==> src/design/pfc_cfg.svh <==
// Constants for the port 1 flow control register block.
// Included by the package and the design; definitions only.
`ifndef PFC_CFG_SVH
`define PFC_CFG_SVH

// ****************************************
// Register map
// ****************************************
`define PFC_ADDR_W         12
`define PFC_FC1_OFFSET     12'h1a0

// ****************************************
// Field positions
// ****************************************
`define PFC_BIT_BP         6
`define PFC_BIT_DUP        5
`define PFC_BIT_RX_ACT     4
`define PFC_BIT_TX_ACT     3
`define PFC_BIT_RX_EN      2
`define PFC_BIT_TX_EN      1
`define PFC_BIT_MANUAL     0

// ****************************************
// Reset values, before the straps are caught
// ****************************************
`define PFC_RST_FIELD      1'h0
`define PFC_RST_DATA       32'h0
`define PFC_FORCED_MANUAL  1'h1

`endif

==> src/design/pfc_pkg.sv <==
// Types for the port 1 flow control register block.
// Assumes pfc_cfg.svh is on the include path.
`include "pfc_cfg.svh"

package pfc_pkg;

    // Port 1 operating mode; the last three have no auto-negotiation
    typedef enum logic [1:0] {
        PFC_MODE_INTERNAL_PHY,
        PFC_MODE_MII_PHY,
        PFC_MODE_RMII_PHY,
        PFC_MODE_MII_MAC
    } pfc_mode_t;

    // Strap set, at reset or as rewritten by the configuration loader
    typedef struct packed {
        logic port1_backpressure_strap;
        logic port1_pause_strap;
        logic port1_manual_select_strap;
    } pfc_strap_t;

    // Classic Wishbone request from the master
    typedef struct packed {
        logic                     cyc;
        logic                     stb;
        logic                     we;
        logic [`PFC_ADDR_W-1:0]   adr;
        logic [3:0]               sel;
        logic [31:0]              dat;
    } pfc_wb_req_t;

    // Whole state of the block
    typedef struct packed {
        logic        ack;
        logic [31:0] rdata;
        logic        strap_done;
        logic        bp_en;
        logic        rx_en;
        logic        tx_en;
        logic        manual;
        logic        dup;
        logic        rx_act;
        logic        tx_act;
    } pfc_state_t;

endpackage

==> src/design/pfc_port1_flow_ctrl.sv <==
// Port 1 flow control configuration and status register, Wishbone slave.
// Assumes a classic single-cycle Wishbone master, synchronous inputs on
// ref_clk, and strap pins that are stable around the release of rst_b.
//
// Function
// - Bit 6 turns half-duplex backpressure on/off.
// - Read-only bit 5 shows duplex, 1 half.
// - Read-only bit 4 shows receive pause active.
// - Read-only bit 3 shows transmit pause active.
// - Bit 2 enables pause detection when manual.
// - Bit 1 enables pause generation when manual.
// - Auto mode with negotiation uses negotiated pause.
// - Negotiation off applies the enable bits.
// - Manual select: enable bits alone decide, full duplex.
// - Forced modes hold manual select at one.
// - Manual select read-only in forced modes.
// - Forced default one; loader never overwrites it.
// - Field defaults from straps, loader may replace.
// - Loader rewrite updates the affected fields.
// - Status defaults derive from several straps.
// - Writes leave transceiver advertisement untouched.
`timescale 1ns/10ps
`default_nettype none

`include "pfc_cfg.svh"

module pfc_port1_flow_ctrl (
    // Clock and reset
    input  wire logic                 ref_clk,
    input  wire logic                 rst_b,
    // Wishbone slave
    input  wire pfc_pkg::pfc_wb_req_t wb_req,
    output logic                      wb_ack,
    output logic [31:0]               wb_dat_o,
    // Straps and configuration loader
    input  wire pfc_pkg::pfc_strap_t  strap_pins,
    input  wire logic                 loader_load,
    input  wire pfc_pkg::pfc_strap_t  loader_straps,
    // Port 1 link state
    input  wire pfc_pkg::pfc_mode_t   port_mode,
    input  wire logic                 an_enable,
    input  wire logic                 an_rx_pause,
    input  wire logic                 an_tx_pause,
    input  wire logic                 link_half_duplex,
    // Controls to the port 1 MAC
    output logic                      port1_backpressure_enable,
    output logic                      port1_manual_pause_select,
    output logic                      port1_rx_pause_active,
    output logic                      port1_tx_pause_active,
    output logic                      port1_duplex_status
);

    // ****************************************
    // State
    // ****************************************
    pfc_pkg::pfc_state_t st_reg;
    pfc_pkg::pfc_state_t st_next;

    logic        forced_mode;
    logic        req_live;
    logic        hit;
    logic        wr_lane0;
    logic        manual_eff;
    logic [31:0] reg_image;

    // Forced modes have no auto-negotiation at all
    assign forced_mode = (port_mode == pfc_pkg::PFC_MODE_MII_PHY)
                      || (port_mode == pfc_pkg::PFC_MODE_RMII_PHY)
                      || (port_mode == pfc_pkg::PFC_MODE_MII_MAC);

    // One request is answered once; ack drops the cycle after it rose
    assign req_live = wb_req.cyc && wb_req.stb && !st_reg.ack;
    assign hit      = (wb_req.adr == `PFC_FC1_OFFSET);
    assign wr_lane0 = req_live && hit && wb_req.we && wb_req.sel[0];

    // Upper bits are constant zero and never stored
    always_comb begin
        reg_image                  = `PFC_RST_DATA;
        reg_image[`PFC_BIT_BP]     = st_reg.bp_en;
        reg_image[`PFC_BIT_DUP]    = st_reg.dup;
        reg_image[`PFC_BIT_RX_ACT] = st_reg.rx_act;
        reg_image[`PFC_BIT_TX_ACT] = st_reg.tx_act;
        reg_image[`PFC_BIT_RX_EN]  = st_reg.rx_en;
        reg_image[`PFC_BIT_TX_EN]  = st_reg.tx_en;
        reg_image[`PFC_BIT_MANUAL] = st_reg.manual;
    end

    // ****************************************
    // Next state
    // ****************************************
    always_comb begin
        st_next = st_reg;

        // Bus answer: unmapped reads return zero, unmapped writes vanish
        st_next.ack = req_live;
        if (req_live && hit && !wb_req.we) begin
            st_next.rdata = reg_image;
        end else if (req_live) begin
            st_next.rdata = `PFC_RST_DATA;
        end

        // Straps are caught on the first edge after reset release
        if (!st_reg.strap_done) begin
            st_next.strap_done = 1'h1;
            st_next.bp_en      = strap_pins.port1_backpressure_strap;
            st_next.rx_en      = strap_pins.port1_pause_strap;
            st_next.tx_en      = strap_pins.port1_pause_strap;
            st_next.manual     = strap_pins.port1_manual_select_strap;
        end else if (wr_lane0) begin
            // Only the local bits change; advertisement lives in the PHY
            st_next.bp_en = wb_req.dat[`PFC_BIT_BP];
            st_next.rx_en = wb_req.dat[`PFC_BIT_RX_EN];
            st_next.tx_en = wb_req.dat[`PFC_BIT_TX_EN];
            if (!forced_mode) begin
                st_next.manual = wb_req.dat[`PFC_BIT_MANUAL];
            end
        end

        // A loader rewrite beats a bus write in the same cycle
        if (st_reg.strap_done && loader_load) begin
            st_next.bp_en  = loader_straps.port1_backpressure_strap;
            st_next.rx_en  = loader_straps.port1_pause_strap;
            st_next.tx_en  = loader_straps.port1_pause_strap;
            if (!forced_mode) begin
                st_next.manual = loader_straps.port1_manual_select_strap;
            end
        end

        // Forced modes pin the select high whatever was written
        if (forced_mode) begin
            st_next.manual = `PFC_FORCED_MANUAL;
        end

        // Status follows from the new fields, so the first values after
        // reset derive from the strap set together with the link inputs
        manual_eff     = st_next.manual || !an_enable;
        st_next.dup    = link_half_duplex;
        if (link_half_duplex) begin
            // Pause frames exist only in full duplex
            st_next.rx_act = 1'h0;
            st_next.tx_act = 1'h0;
        end else if (manual_eff) begin
            st_next.rx_act = st_next.rx_en;
            st_next.tx_act = st_next.tx_en;
        end else begin
            st_next.rx_act = an_rx_pause;
            st_next.tx_act = an_tx_pause;
        end
    end

    // ****************************************
    // Registers
    // ****************************************
    always_ff @(posedge ref_clk or negedge rst_b) begin
        if (!rst_b) begin
            st_reg <= '0;
        end else begin
            st_reg <= st_next;
        end
    end

    // ****************************************
    // Outputs
    // ****************************************
    assign wb_ack                    = st_reg.ack;
    assign wb_dat_o                  = st_reg.rdata;
    assign port1_backpressure_enable = st_reg.bp_en;
    assign port1_manual_pause_select = st_reg.manual;
    assign port1_rx_pause_active     = st_reg.rx_act;
    assign port1_tx_pause_active     = st_reg.tx_act;
    assign port1_duplex_status       = st_reg.dup;

    // Nothing sampled during the strap catch cycle
    logic chk_ok;
    assign chk_ok = st_reg.strap_done;
endmodule // pfc_port1_flow_ctrl

`default_nettype wire

==> config.mk <==
export PLATFORM = sky130hd
export DESIGN_NAME = pfc_port1_flow_ctrl
export DESIGN_NICKNAME = d
export VERILOG_FILES = /design/src/design/pfc_pkg.sv /design/src/design/pfc_port1_flow_ctrl.sv
export VERILOG_INCLUDE_DIRS = /design/src /design/src/design
export SDC_FILE = /design/constraint.sdc
export NUM_CORES = 1
export LEC_CHECK = 0
export ABC_AREA = 1
export BUFFER_PORTS_ARGS = -buffer_cell sky130_fd_sc_hd__buf_2
export CAP_MARGIN = 10
export CORE_UTILIZATION = 35
export CTS_CLUSTER_SIZE = 14
export DETAILED_ROUTE_END_ITERATION = 6
export HOLD_SLACK_MARGIN = 0.02
export PLACE_DENSITY = 0.9
export RECOVER_POWER = 25
export SYNTH_ARGS = -nofsm -noshare
export SYNTH_HDL_FRONTEND = slang
export SYNTH_SLANG_ARGS = --single-unit
==> constraint.sdc <==
create_clock -name ref_clk -period 1.7 [get_ports ref_clk]
set_clock_uncertainty 0.15 [all_clocks]
set_input_delay 0 -clock ref_clk [delete_from_list [all_inputs] [get_ports ref_clk]]
set_output_delay 0 -clock ref_clk [all_outputs]
set_load 0.005 [all_outputs]
==> flow_summary.toml <==
[drt]
drt-initial-drc-count = 15
drcViolationCount = 0
dr_total_vias = 1086
viasPerCell = 4.36
detail_route.wl_per_cell_um = 10.9
antenna_violating_nets_post_route = 0
wire_length_after_detailed_routing_um = 2700
firstDrtPassIters = 4

[placed_design]
post-dp-hpwl_um = 1620
place_inst = 214
place.gp.congestion = 0.752
io_buffer_count = 47

[power]
static_leakage_power_nw = 0.860
power_density_mw_per_mm2 = 547
peakVddDrop_v = 0.000395
fin_total_pwr_mw = 0.854

[global_routing]
gr-usage-all-layers_pct = 17.9
grt_max_degree = 17
grt_antenna_before_repair = 0
grt.overflow.total = 0
global_route_wire_length_before_repair_um = 4420
grt_pass1_vias = 1022

[finish]
layout.cells.most_common_list = "sky130_fd_sc_hd__buf_2, sky130_fd_sc_hd__dlygate4sd3_1, sky130_fd_sc_hd__nand2_1, sky130_fd_sc_hd__conb_1, sky130_fd_sc_hd__inv_1"
final_layout_size_suffix_gt1_share_pct = 26.1
flow.area_growth_from_synthesis_pct = 50.0
finalCoreUtilization_pct = 56.1
finish.net_count = 285
antenna_cells = 0
most_common_cell_after_layout_fill_and_taps_aside = "sky130_fd_sc_hd__buf_2"
final_cells = 249

[sta]
report.final.hold_viol_count = 0
tightestPinTransition_ns = 0.708
final.min_clock_period_ns = 1.65
setup_total_negative_slack_ns = 0
fin_crit_sh_pct = 96.9
report.final.slew_viol_count = 0
final-setup-viol-count = 0
grt_setup_unrepaired = "no"
max_slew_margin_pct = 52.6
timing.fmax_mhz = 607

[min_path]
hp-class = "input port to register"
holdPathEnd = "port1_backpressure_enable"
holdPathStages = 5
hp-start = "wb_req[50]"

[clocking]
cts.sink_count = 16
cts.root.buffer_cell = "sky130_fd_sc_hd__clkbuf_4"
cts_tree = "yes"
cts_made_buffers = 3
cts_htree_levels = 1
clock_network_latency_to_the_later_pin_of_the_worst_skew_pair_ns = 0.28
cts.path.max_buffers = 2
clk_pin_slew_ns = 0.09

[run]
drv.max_cap_violation_count = 0

[setup_path]
critPathCaptureType = "register"
crit-reg2reg-launch = "chk_ok"
timing_worst_setup_path_type = "register to register"
timing.reg2reg.worst_path_depth = 5
critPathRequiredTime_ns = 1.75
worstSetupStartpointType = "register"
cp_max_fo = 3
worst_ep_arrival_time_ns = 1.70
timing.reg2reg.setup_slack_ns = 0.05
worst_r2r_endpoint = "port1_backpressure_enable"

[die]
total_die_area_sq_mm = 0.00320
placement_rows = 19
start_util_pct = 37.4
die_w_um = 56.5
ioPinCount = 104
die_y_um = 56.5
fp.coreArea_sq_mm = 0.00278

[logic_synthesis]
synth.avg_cell_area_sq_um = 7.65
synthTopCellsByArea = "sky130_fd_sc_hd__dfrtp_1, sky130_fd_sc_hd__buf_4, sky130_fd_sc_hd__nand2_1"
yosys.area.top_type_share_pct = 38.5
yosysSeqAreaShare_pct = 38.5
synthesis.yosys.warnings = 0
post_synth_num_cell_types = 21
yosys_register_bits = 16
synth.largest_area_cell = "sky130_fd_sc_hd__dfrtp_1"
synthesis.area_sq_mm = 0.00104
synth_instances = 136

[status]
status = "complete, no violations"
[stage by stage]
stage	instance area, sq um	worst slack [ns]	hold WS, ns
finish	1560	0.0533	0.0566
global route	1560	0.00679	0.0630
CTS	1560	0.0805	0.0290
detailed placement	1220	0.183	-0.220
global placement	1220	0.224	-0.225
floorplan	1130	0.270	-0.446
[metal layers]
metal | vias to the layer above | wire [um] | share of wire [%] | global-route usage (%)
met5 | - | 0 | 0 | 0
met4 | 0 | 128 | 4.7 | 11.8
met3 | 15 | 130 | 4.8 | 2.07
met2 | 49 | 1450 | 54 | 32.6
met1 | 488 | 996 | 37 | 19.2
li1 | 534 | - | - | -
[cell usage after synthesis (all sizes together)]
master	instances
a211o	1
a21oi	1
a32oi	1
buf	25
clkinv	1
conb	2
dfrtp	16
inv	23
nand2	26
nand3	8
nand3b	1
nand4	3
nor2	18
o21ai	8
o22a	1
or2	1
[power breakdown]
group | internal [mW] | switching, mW
Sequential | 0.396 | 0.00854
Combinational | 0.106 | 0.0974
Clock | 0.130 | 0.115
Total | 0.632 | 0.221
[state kept, by name (all words and copies together) (netlist names)]
| signal | count |
|---|---|
| port1_duplex_status | 1 |
| port1_rx_pause_active | 1 |
| wb_dat_o | 7 |
| port1_backpressure_enable | 1 |
| port1_manual_pause_select | 1 |
| port1_tx_pause_active | 1 |
| chk_ok | 1 |
| reg_image | 2 |
| wb_ack | 1 |
[worst max-delay path by stage]
stage,start,end,depth (start not counted)
detailed placement,wb_ack,port1_rx_pause_active,10
floorplan,wb_ack,port1_rx_pause_active,10
finish,chk_ok,port1_backpressure_enable,5
CTS,chk_ok,port1_backpressure_enable,5
global route,chk_ok,port1_backpressure_enable,5
global placement,wb_ack,port1_rx_pause_active,10
[cell type report]
type / count / area, sq um
Clock buffer: 4 / 36.3
Tap cell: 31 / 38.8
Sequential cell: 16 / 400
Fill cell: 252 / 1220
Timing Repair Buffer: 79 / 543
Inverter: 24 / 90.1
Multi-Input combinational cell: 95 / 453
[logic make-up (layout without fill, tap and decap cells)]
group                  count (synthesis)  count (layout)  synth area share, %
buffers and inverters                 49             107                 26.7
flip-flops                            16              16                 38.5
AO/OA/AOI/OAI                         12              12                 7.93
AND/OR/NAND/NOR                       57              57                 26.2
other                                  2              26                0.721
[critical path, stage by stage, from the launching register on]
cell	delay [ns]
sky130_fd_sc_hd__dfrtp_1	0.40
sky130_fd_sc_hd__nand2_1	0.11
sky130_fd_sc_hd__inv_2	0.11
sky130_fd_sc_hd__nand2_1	0.05
sky130_fd_sc_hd__dlygate4sd3_1	0.55
sky130_fd_sc_hd__a32oi_1	0.18
[timing repair]
| action | CTS | global route |
|---|---|---|
| buffers inserted | 0 | 1 |
| hold endpoints to repair | 29 | 0 |
| endpoints found under the setup margin | 0 | 1 |
| resized for setup | 0 | 1 |
| hold buffers | 30 | 0 |
No activity file was read; power rests on OpenSTA's default activity.
